## config.mk

```make
export PLATFORM = sky130hd
export DESIGN_NAME = tdr_timers
export DESIGN_NICKNAME = d
export VERILOG_FILES = /design/src/tdr_pkg.sv /design/src/tdr_timers.sv
export SDC_FILE = /design/constraint.sdc
export NUM_CORES = 1
export LEC_CHECK = 0
export ABC_AREA = 1
export BUFFER_PORTS_ARGS = -buffer_cell sky130_fd_sc_hd__buf_2
export CAP_MARGIN = 20
export CORE_MARGIN = 4
export CORE_UTILIZATION = 30
export DETAILED_ROUTE_END_ITERATION = 6
export PLACE_DENSITY = 0.46
export SLEW_MARGIN = 20
export SYNTH_ARGS = -nofsm -noshare
export SYNTH_HDL_FRONTEND = slang
export SYNTH_SLANG_ARGS = --single-unit
```

## constraint.sdc

```tcl
create_clock -name clk_sys_i -period 3 [get_ports clk_sys_i]
set_clock_uncertainty 0.05 [all_clocks]
set_input_delay 0.3 -clock clk_sys_i [delete_from_list [all_inputs] [get_ports clk_sys_i]]
set_output_delay 0.3 -clock clk_sys_i [all_outputs]
set_load 0.01 [all_outputs]
```

## src/tdr_pkg.sv

```systemverilog
// Purpose: Shared constants and types of the tick-divided reload timers.
// Assumes: 32-bit Avalon-MM register bus with byte addresses.
// Notes: Offsets are byte addresses; each register takes one aligned word.
`default_nettype none

package tdr_pkg;

	// ==========================================================================
	// Register map
	localparam int TDR_AW = 6;
	localparam int TDR_NUM_TIMERS = 3;
	localparam logic [5:0] TDR_OFF_DIV = 6'h04;
	localparam logic [5:0] TDR_OFF_COUNT = 6'h08;
	localparam logic [5:0] TDR_OFF_RELOAD = 6'h14;
	localparam logic [5:0] TDR_OFF_CTRL = 6'h20;
	localparam logic [5:0] TDR_OFF_IRQ_STAT = 6'h2c;
	localparam logic [5:0] TDR_OFF_IRQ_MASK = 6'h30;
	localparam logic [5:0] TDR_STRIDE = 6'h04;

	// ==========================================================================
	// Fields and reset values
	localparam int TDR_DIV_W = 18;
	localparam logic [17:0] TDR_DIV_RST = 18'h03d08;
	localparam logic [31:0] TDR_COUNT_RST = 32'h00000000;
	localparam logic [31:0] TDR_RELOAD_RST = 32'h00000000;
	localparam int TDR_CTRL_FORCE = 0;
	localparam int TDR_CTRL_ENA = 1;
	localparam int TDR_CTRL_SINGLE = 2;

	// Avalon response codes.
	localparam logic [1:0] TDR_RESP_OKAY = 2'h0;
	localparam logic [1:0] TDR_RESP_DECERR = 2'h3;

	// ==========================================================================
	// Base clock synthesis from the system clock
	localparam int TDR_SYS_KHZ = 250000;
	localparam int TDR_BASE_KHZ = 156250;
	localparam int TDR_ACC_W = 3;
	localparam int TDR_BASE_INC = TDR_BASE_KHZ * (2 ** TDR_ACC_W) / TDR_SYS_KHZ;

	// Control bits of one timer as software sees them.
	typedef struct packed {
		logic single;
		logic ena;
	} tdr_ctrl_t;

endpackage

`default_nettype wire

```

## src/tdr_timers.sv

```systemverilog
// Purpose: Shared tick generator driving three reloading down-counting timers.
// Assumes: Avalon-MM slave on clk_sys_i at 250 MHz; asynchronous active-low reset.
// Notes: The base clock is produced as a fractional enable of the system clock.
//
// Summary of operation
// Ticks come from a 156.25 MHz base clock by counting base cycles.
// Tick rate is base clock divided by divider field plus one.
// Divider resets to its default, one tick every 100 us.
// One tick feeds all timers; the watchdog does not use it.
// Software keeps the tick period at or above 0.1 us.
// After a divider change timers may run unsettled for up to 2 ms.
// Each timer has a 32-bit readable, writable count; decrements per tick when enabled.
// Interrupt fires when a tick arrives while the count is already zero.
// Outside single-run mode the reload value is loaded and counting continues.
// Reload register resets to zero and is copied into count on wrap.
// Control bit 1 enables counting and resets to zero.
// Control bit 2 makes the timer disable itself after its interrupt.
// In single-run mode enable clears in the same event as the interrupt.
// Writing 1 to control bit 0 copies reload into count at once.
// Force reload with enable loads first, then counts from the reload value.
// Three independent timers, each with own registers and interrupt, share one tick.
// The force-reload bit clears itself and always reads zero.
`timescale 1ns/1ns
`default_nettype none

module tdr_timers
	import tdr_pkg::*;
#(
	parameter int NUM_TIMERS = TDR_NUM_TIMERS
) (
	input wire logic clk_sys_i,
	input wire logic nrst_i,
	input wire logic [TDR_AW-1:0] avs_address_i,
	input wire logic avs_read_i,
	input wire logic avs_write_i,
	input wire logic [31:0] avs_writedata_i,
	input wire logic [3:0] avs_byteenable_i,
	output logic [31:0] avs_readdata_o,
	output logic [1:0] avs_response_o,
	output logic avs_waitrequest_o,
	output logic tick_o,
	output logic [NUM_TIMERS-1:0] timer_irq_o,
	output logic irq_o
);

	// ==========================================================================
	// Elaboration checks
	// The map leaves room for three timers per bank, and the base enable must be exact.
	generate
		if (NUM_TIMERS < 1 || NUM_TIMERS > 3) begin : g_bad_num
			$error("NUM_TIMERS must lie between 1 and 3.");
		end
		if (TDR_BASE_INC * TDR_SYS_KHZ != TDR_BASE_KHZ * (2 ** TDR_ACC_W)) begin : g_bad_base
			$error("Base clock is not an exact fraction of the system clock.");
		end
	endgenerate

	// Byte-lane merge of a write into a stored word.
	function automatic logic [31:0] tdr_merge(input logic [31:0] old, input logic [31:0] wd,
		input logic [3:0] be);
		logic [31:0] res;
		res = old;
		for (int b = 0; b < 4; b++) begin
			if (be[b]) begin
				res[b*8 +: 8] = wd[b*8 +: 8];
			end
		end
		return res;
	endfunction

	// ==========================================================================
	// Bus slave
	logic waitreq;
	logic [31:0] rdata;
	logic [1:0] resp;
	logic [TDR_DIV_W-1:0] div;
	logic [NUM_TIMERS-1:0] status;
	logic [NUM_TIMERS-1:0] mask;
	logic [NUM_TIMERS-1:0] next_status;
	logic [31:0] count [NUM_TIMERS];
	logic [31:0] reload [NUM_TIMERS];
	tdr_ctrl_t ctrl [NUM_TIMERS];
	logic [NUM_TIMERS-1:0] evt;
	logic [NUM_TIMERS-1:0] sel_cnt;
	logic [NUM_TIMERS-1:0] sel_rld;
	logic [NUM_TIMERS-1:0] sel_ctl;
	logic [31:0] tmr_rdata [NUM_TIMERS];
	logic [NUM_TIMERS-1:0] tmr_hit;
	logic tick;

	// Request decode; a request is taken at the edge where waitrequest is low.
	wire logic req = avs_read_i | avs_write_i;
	wire logic take = req & ~waitreq;
	wire logic wr_take = take & avs_write_i;
	wire logic rd_take = take & avs_read_i;
	wire logic sel_div = (avs_address_i == TDR_OFF_DIV);
	wire logic sel_stat = (avs_address_i == TDR_OFF_IRQ_STAT);
	wire logic sel_mask = (avs_address_i == TDR_OFF_IRQ_MASK);
	wire logic hit = sel_div | sel_stat | sel_mask | (|tmr_hit);

	// Read selection; unmapped words, including the watchdog slot, read zero.
	logic [31:0] next_rdata;
	always_comb begin
		next_rdata = 32'h00000000;
		if (sel_div) begin
			next_rdata = {{(32 - TDR_DIV_W){1'b0}}, div};
		end
		if (sel_stat) begin
			next_rdata = {{(32 - NUM_TIMERS){1'b0}}, status};
		end
		if (sel_mask) begin
			next_rdata = {{(32 - NUM_TIMERS){1'b0}}, mask};
		end
		for (int i = 0; i < NUM_TIMERS; i++) begin
			if (tmr_hit[i]) begin
				next_rdata = tmr_rdata[i];
			end
		end
	end

	// Every access waits exactly one cycle; read data is captured during that wait.
	always_ff @(posedge clk_sys_i or negedge nrst_i) begin
		if (!nrst_i) begin
			waitreq <= 1'b1;
			rdata <= 32'h00000000;
			resp <= TDR_RESP_OKAY;
		end else begin
			waitreq <= ~(req & waitreq);
			if (req & waitreq) begin
				rdata <= avs_read_i ? next_rdata : 32'h00000000;
				resp <= hit ? TDR_RESP_OKAY : TDR_RESP_DECERR;
			end
		end
	end

	assign avs_waitrequest_o = waitreq;
	assign avs_readdata_o = rdata;
	assign avs_response_o = resp;

	// ==========================================================================
	// Divider and mask registers
	// The merged word is a named wire because a function result cannot be sliced.
	wire logic [31:0] div_merged = tdr_merge({{(32 - TDR_DIV_W){1'b0}}, div}, avs_writedata_i,
		avs_byteenable_i);
	// The interrupt outputs use the mask of the next cycle, so a mask write shows at once.
	wire logic [NUM_TIMERS-1:0] next_mask = (wr_take & sel_mask & avs_byteenable_i[0]) ?
		avs_writedata_i[NUM_TIMERS-1:0] : mask;
	always_ff @(posedge clk_sys_i or negedge nrst_i) begin
		if (!nrst_i) begin
			div <= TDR_DIV_RST;
			mask <= '0;
		end else if (wr_take) begin
			if (sel_div) begin
				div <= div_merged[TDR_DIV_W-1:0];
			end
			mask <= next_mask;
		end
	end

	// ==========================================================================
	// Tick generator
	// A 3-bit phase accumulator yields 5 base enables in every 8 system cycles,
	// which is 156.25 MHz on average; jitter is one system cycle at most.
	logic [TDR_ACC_W-1:0] base_acc;
	logic [TDR_DIV_W-1:0] pre_cnt;
	wire logic [TDR_ACC_W:0] base_sum = {1'b0, base_acc} + (TDR_ACC_W + 1)'(TDR_BASE_INC);
	wire logic base_en = base_sum[TDR_ACC_W];
	// Greater-or-equal lets a lowered divider take hold at once instead of
	// waiting for the prescaler to wrap its full 18-bit range.
	wire logic pre_end = (pre_cnt >= div);

	always_ff @(posedge clk_sys_i or negedge nrst_i) begin
		if (!nrst_i) begin
			base_acc <= '0;
			pre_cnt <= '0;
			tick <= 1'b0;
		end else begin
			base_acc <= base_sum[TDR_ACC_W-1:0];
			tick <= base_en & pre_end;
			if (base_en) begin
				pre_cnt <= pre_end ? '0 : pre_cnt + 1'b1;
			end
		end
	end

	assign tick_o = tick;

	// ==========================================================================
	// Timers
	genvar gi;
	generate
		for (gi = 0; gi < NUM_TIMERS; gi++) begin : g_tmr
			wire logic [5:0] step = 6'(gi * 4);
			wire logic s_cnt = (avs_address_i == TDR_OFF_COUNT + step);
			wire logic s_rld = (avs_address_i == TDR_OFF_RELOAD + step);
			wire logic s_ctl = (avs_address_i == TDR_OFF_CTRL + step);
			wire logic wr_cnt = wr_take & s_cnt;
			wire logic wr_rld = wr_take & s_rld;
			wire logic wr_ctl = wr_take & s_ctl & avs_byteenable_i[0];
			wire logic force_rld = wr_ctl & avs_writedata_i[TDR_CTRL_FORCE];

			assign sel_cnt[gi] = s_cnt;
			assign sel_rld[gi] = s_rld;
			assign sel_ctl[gi] = s_ctl;
			assign tmr_hit[gi] = sel_cnt[gi] | sel_rld[gi] | sel_ctl[gi];
			// The force bit is never stored, so it reads back as zero.
			assign tmr_rdata[gi] = s_cnt ? count[gi] : s_rld ? reload[gi] :
				s_ctl ? {29'h0, ctrl[gi].single, ctrl[gi].ena, 1'b0} : 32'h0;
			// The interrupt event is a tick seen while the count already sits at zero.
			assign evt[gi] = tick & ctrl[gi].ena & (count[gi] == 32'h0);

			logic [31:0] next_count;
			tdr_ctrl_t next_ctrl;
			// Software writes override the hardware step of the same cycle.
			always_comb begin
				next_count = count[gi];
				next_ctrl = ctrl[gi];
				if (evt[gi]) begin
					next_count = reload[gi];
					if (ctrl[gi].single) begin
						next_ctrl.ena = 1'b0;
					end
				end else if (tick & ctrl[gi].ena) begin
					next_count = count[gi] - 32'h1;
				end
				if (wr_cnt) begin
					next_count = tdr_merge(count[gi], avs_writedata_i, avs_byteenable_i);
				end
				if (wr_ctl) begin
					next_ctrl.ena = avs_writedata_i[TDR_CTRL_ENA];
					next_ctrl.single = avs_writedata_i[TDR_CTRL_SINGLE];
				end
				if (force_rld) begin
					next_count = reload[gi];
				end
			end

			always_ff @(posedge clk_sys_i or negedge nrst_i) begin
				if (!nrst_i) begin
					count[gi] <= TDR_COUNT_RST;
					reload[gi] <= TDR_RELOAD_RST;
					ctrl[gi] <= '0;
				end else begin
					count[gi] <= next_count;
					ctrl[gi] <= next_ctrl;
					if (wr_rld) begin
						reload[gi] <= tdr_merge(reload[gi], avs_writedata_i, avs_byteenable_i);
					end
				end
			end

		end
	endgenerate

	// ==========================================================================
	// Interrupt status, mask and outputs
	// A read clears only the bits it returned, so an event landing during the
	// bus wait is kept; a new event also wins over the clear of its own bit.
	wire logic stat_clr = rd_take & sel_stat;
	assign next_status = (status & ~(stat_clr ? rdata[NUM_TIMERS-1:0] : '0)) | evt;

	always_ff @(posedge clk_sys_i or negedge nrst_i) begin
		if (!nrst_i) begin
			status <= '0;
			timer_irq_o <= '0;
			irq_o <= 1'b0;
		end else begin
			status <= next_status;
			timer_irq_o <= next_status & next_mask;
			irq_o <= |(next_status & next_mask);
		end
	end

	// Helper flag: the divider has not been written since reset.
	logic div_untouched;
	always_ff @(posedge clk_sys_i or negedge nrst_i) begin
		if (!nrst_i) begin
			div_untouched <= 1'b1;
		end else if (wr_take & sel_div) begin
			div_untouched <= 1'b0;
		end
	end
endmodule

`default_nettype wire

```

Yosys cells after proc, flatten, opt, wreduce, memory -nomap -nowiden
Cells that the tools add are included. Widths: inputs -> output; s select.

Order comparisons: 1. Bitwise logic cells: 45. Shifts and indexed selects: 0. Div/mod/pow operators: 0. Add/sub/neg operators: 5. Reductions and logical operators: 44. Equal/unequal tests: 24. Mux-type cells: 45. Multipliers: 0.

Operators by type and width (count): $mux 32 (24); $logic_not 32->1 (3); $sub 32x1->32 const B (3); $reduce_and 2->1 (27); $mux 18 (2); $ne 3x2->1 const B (12); $mux 8 (4); $eq 6x6->1 const B (5); $and 1x1->1 (29); $eq 6x5->1 const B (4); $add 18x1->18 const B (1); $ge 18x18->1 (1); $mux 3 (5); $eq 6x4->1 const B (2); $reduce_bool 2->1 (6); $reduce_bool 4->1 (3); $or 1x1->1 (10); $mux 1 (9); $reduce_and 3->1 (3); $and 3x3->3 (2); $eq 6x3->1 const B (1); $reduce_or 3->1 (2); $add 3x3->4 const B (1); $not 3->3 (1); 3 further kinds (4).

Flip-flop bits (word level): 283. Logic and storage cells: 207. Latch bits: 0. Memory bits (writable): 0. Output and inout bits: 40. ROM bits: 0. Memories: 0. Input port bits: 46.

Logic depth before layout (Yosys ltp)
Depth in word-level cells: 10. Gate-level depth with buffers: 15.

Worst setup path before layout
OpenSTA, ideal clock, no wires.

Path kind: reg2reg. Start point: register div[13]. End point: register pre_cnt[10]. Cell stages (with the launch flop): 11. Setup slack: 0.955 ns. Path buffers: 1. Data arrival time: 1.864 ns. Library setup time: 0.131 ns. Cells stage by stage: dfstp_2 > inv_1 > ha_1 > nand2_1 > nor3_1 > nand4_1 > nand4_1 > nand2_1 > inv_1 > buf_1 > nor2_1.

Word-level cells in the longest chain between the ends: 2.

Ends and longest elaborated chain: from (decl) (RTL line tdr_timers.sv:76) `logic [TDR_DIV_W-1:0] div;`; from (signal assigned) (RTL line tdr_timers.sv:154) `div <= div_merged[TDR_DIV_W-1:0];`; $ge 18x18->1 (RTL line tdr_timers.sv:170) `wire logic pre_end = (pre_cnt >= div);`; $mux 18 (RTL line tdr_timers.sv:181) `pre_cnt <= pre_end ? '0 : pre_cnt + 1'b1;`; to (signal assigned) (RTL line tdr_timers.sv:181); to (decl) (RTL line tdr_timers.sv:165) `logic [TDR_DIV_W-1:0] pre_cnt;`.

No other way between the ends. A chain may end at the register's enable or synchronous reset.

Worst setup path after layout
Start point: register ctrl[4] (netlist name). End point: register count[77] (netlist name).

Word-level cells in the longest chain between the ends: 5. Elaborated cells between the ends (all ways): 7.

Ends and longest elaborated chain: from (decl) (RTL line tdr_timers.sv:82) `tdr_ctrl_t ctrl [NUM_TIMERS];`; from (signal, indexed assignment) (RTL line tdr_timers.sv:245) `ctrl[gi] <= next_ctrl;`; $and 1x1->1 (*) (RTL line tdr_timers.sv:210, tdr_timers.sv:223); $and 1x1->1 (RTL line tdr_timers.sv:210) `assign evt[gi] = tick & ctrl[gi].ena & (count[gi] == 32'h0);`; $mux 32 (RTL line tdr_timers.sv:218) `if (evt[gi]) begin`; $mux 32 (RTL line tdr_timers.sv:226) `if (wr_cnt) begin`; $mux 32 (RTL line tdr_timers.sv:233) `if (force_rld) begin`; to (signal, indexed assignment) (RTL line tdr_timers.sv:244) `count[gi] <= next_count;`; to (decl) (RTL line tdr_timers.sv:80) `logic [31:0] count [NUM_TIMERS];`.

Every way passes the cells marked *; elsewhere a longest branch is shown, timed or not.

==> impl_metrics.yaml <==
critical_path:
  cp_slowest_cell: "dfrtp_1"
  worstPathArrival_ps: 3190
  worstPathRequired_ps: 3400
  cp_max_fo: 9
  cpPeakStageDelay_ps: 490
  startpoint_type: "flop"
  crit_top_cell: "nand2_1"
  crit_type: "reg2reg"
  path_delay_family: "simple AND/OR/NAND/NOR gates"
  end_kind: "flop"
  crit_chain: "nand2_1, nor2_1, nand2_1, nor3_2, nand2_2, nand2_2, nor2_2, nor2_4, inv_2, nand2_1, nand2_1"
  cp.buffers_inverters: 1
clock_tree:
  cts.root.buffer_cell: "clkbuf_16"
  cts-htree-levels: 2
  cts_tree: "done"
  clk_pin_slew_ps: 60
  cts_inserted_buffers: 39
  cts_buffer_depth: 3
  cts_setup_buffers: 0
  clock-sinks: 282
  clock_latency_ps: 580
placed_design:
  dp_cells: 3632
  place_area_um2: 19800
  dp_slack_ps: 72.4
  dp_hpwl_um: 63200
  port_buffers: 85
  place_congestion: 0.970
finish:
  multi_input_area_um2: 9770
  fillers: 6655
  final_util_pct: 35.0
  final_area_um2: 21100
  diodes: 0
  layoutNonFillerInstCount: 3703
  fin_nets: 2962
  syn_to_final_growth_pct: 15.5
  seq_area_um2: 7070
  drive_above_1_share_pct: 10.1
pwr:
  power_density_nw_per_um2: 753
  internal_power_mw: 9.15
  power_frac_seq_pct: 34.5
  ir_worst_vdd_mv: 0.420
  switching_power_mw: 6.76
  swShare_pct: 42.5
  combPwrFrac_pct: 34.9
  pwr-share-clk_pct: 30.6
  power_mw: 15.9
  leakage_nw: 10.8
global_routing:
  grt_pass1_vias: 18300
  grt_max_degree: 97
  grt_antenna_before_repair: 0
  grt_pass1_wl_um: 121000
  grt_use_total_pct: 24.7
  grt_overflow_total: 0
logic_synthesis:
  avgSynthCellArea_um2: 6.54
  synth_edf_count: 0
  synthesis.instances: 2798
  seq_area_frac_synth_pct: 38.6
  syn_nets: 2867
  async_reset_ff_share_pct: 100
  synth.most_common_cell: "nand2_1"
  synth_cell_type_count: 36
  yosys.area.top_type_share_pct: 37.6
  synth_commonest_cells: "nand2_1, nor2_1, dfrtp_1"
  ys.flop_type: "dfrtp_1"
  synth_area_um2: 18300
  synth_seq_cells: 282
  yosysTopAreaCell: "dfrtp_1"
  yosysWarnings: 0
  ys_top_cells_by_area: "dfrtp_1, nand2_1, nor2_1, o21ai_0, inv_1"
routing:
  drtAntennaViolNets: 0
  via_per_inst: 5.08
  drtIter0Drc: 1683
  wire_per_inst_um: 21.8
  drt_pass1_iterations: 7
  drc: 0
  routed_wl_um: 80700
  num_vias: 18800
floorplan:
  io_pins: 86
  die_height_um: 255
  die-area_um2: 65000
  fp.dieW_um: 255
  start_util_pct: 30.3
  core_um2: 60400
  rows: 90
timing:
  fin_crit_ps: 2780
  final-hold-violation-count: 0
  clock.fmax_mhz: 359
  worstMarginPinSlew_ps: 757
  finalSetupTns_ps: 0
  timing.hold.ws_ps: 58.3
  slew_headroom_pct: 49.2
  final_max_slew_viol_count: 0
  setup_violations: 0
  fin_crit_sh_pct: 92.8
  fin_ws_ps: 216
  rsz0062_at_grt: "false"
hold_path:
  hold_class: "in2reg"
job:
  cap_violations: 0
outcome:
  status: "finished clean"
## per-layer routing
layer	vias up	routed length (µm)	part of all wire (%)	GRT usage [%]
li1	9047	-	-	-
met1	9043	37800	47	35.2
met2	579	36000	45	39.4
met3	133	4100	5.1	2.74
met4	0	2760	3.4	8.12
met5	-	0	0	0
## layout by cell type, fill, tap and decap left out, types with 8 or more instances in the layout
master     count
nand2_1      968
inv_1        266
xnor2_1       20
ha_1          23
o21ai_0      243
o21ai_1       10
a21oi_1      112
nor2_1       407
nor2_4         8
xor2_1        46
nor3_1         9
clkbuf_8      13
nand3b_1       8
buf_4         51
inv_2         18
nand3_2        9
clkbuf_16     39
nand3_1      155
buf_2         84
nor2_2        17
nand4_1       37
nand2_2       21
dfrtp_1      275
o211ai_1      25
## final timing paths
kind	slack, ps	cells past startpoint	end	startpoint
max	220	11	count[77]$_DFFE_PN0P_	ctrl[4]$_DFFE_PN0P_
min	60	5	count[6]$_DFFE_PN0P_	avs_writedata_i[6]
max reg2reg	220	11	count[77]$_DFFE_PN0P_	ctrl[4]$_DFFE_PN0P_
min reg2reg	400	1	base_acc[0]$_DFF_PN0_	base_acc[0]$_DFF_PN0_
max in group asynchronous	1990	3	count[95]$_DFFE_PN0P_	nrst_i
min in group asynchronous	80	2	count[1]$_DFFE_PN0P_	nrst_i
## logic make-up after synthesis
logic type                 count (synthesis)  synth area share (%)
buffers and inverters                    373                  7.99
DFF                                      282                  38.6
adders and majority gates                 23                  1.57
and+or+nand+nor                         1647                  37.0
xor gates and xnor gates                  66                  3.16
AOI/OAI and AO/OA                        407                  11.7
## state kept, by name (all words and copies together) (netlist names)
register	cells
count	96
reload	96
avs_readdata_o	32
div	18
pre_cnt	18
ctrl	6
base_acc	3
mask	3
status	3
timer_irq_o	3
avs_response_o	1
avs_waitrequest_o	1
irq_o	1
tick_o	1
## power by group through the flow
stage	sequential (mW)	clock, mW	combinational, mW
2_1_floorplan	5.18	0	3.81
3_5_place_dp	5.53	0	5.45
3_3_place_gp	5.53	0	5.48
5_1_grt	5.59	5.13	6.29
4_1_cts	5.47	4.97	5.49
6_report	5.49	4.87	5.56
## tightest hold or removal path, cell delays in order
cell	delay, ps
buf_2	110
nor2_1	90
a21oi_1	40
nand3_1	60
nand2_1	40
## area by class of cell
type,count,share of cell area [%]
clock inverters,13,0.734
well taps,782,4.63
multi-input cells,2143,46.2
repair buffers,142,4.35
clock buffers,56,5.54
inverters,285,5.06
flip-flops and latches,282,33.4
## repair_timing
action	in CTS	in global routing
gates resized for setup	0	1
hold buffers	2	0
hold endpoints to repair	276	0
endpoints found under the setup margin	0	14
Power figures use the tool's default switching activity.
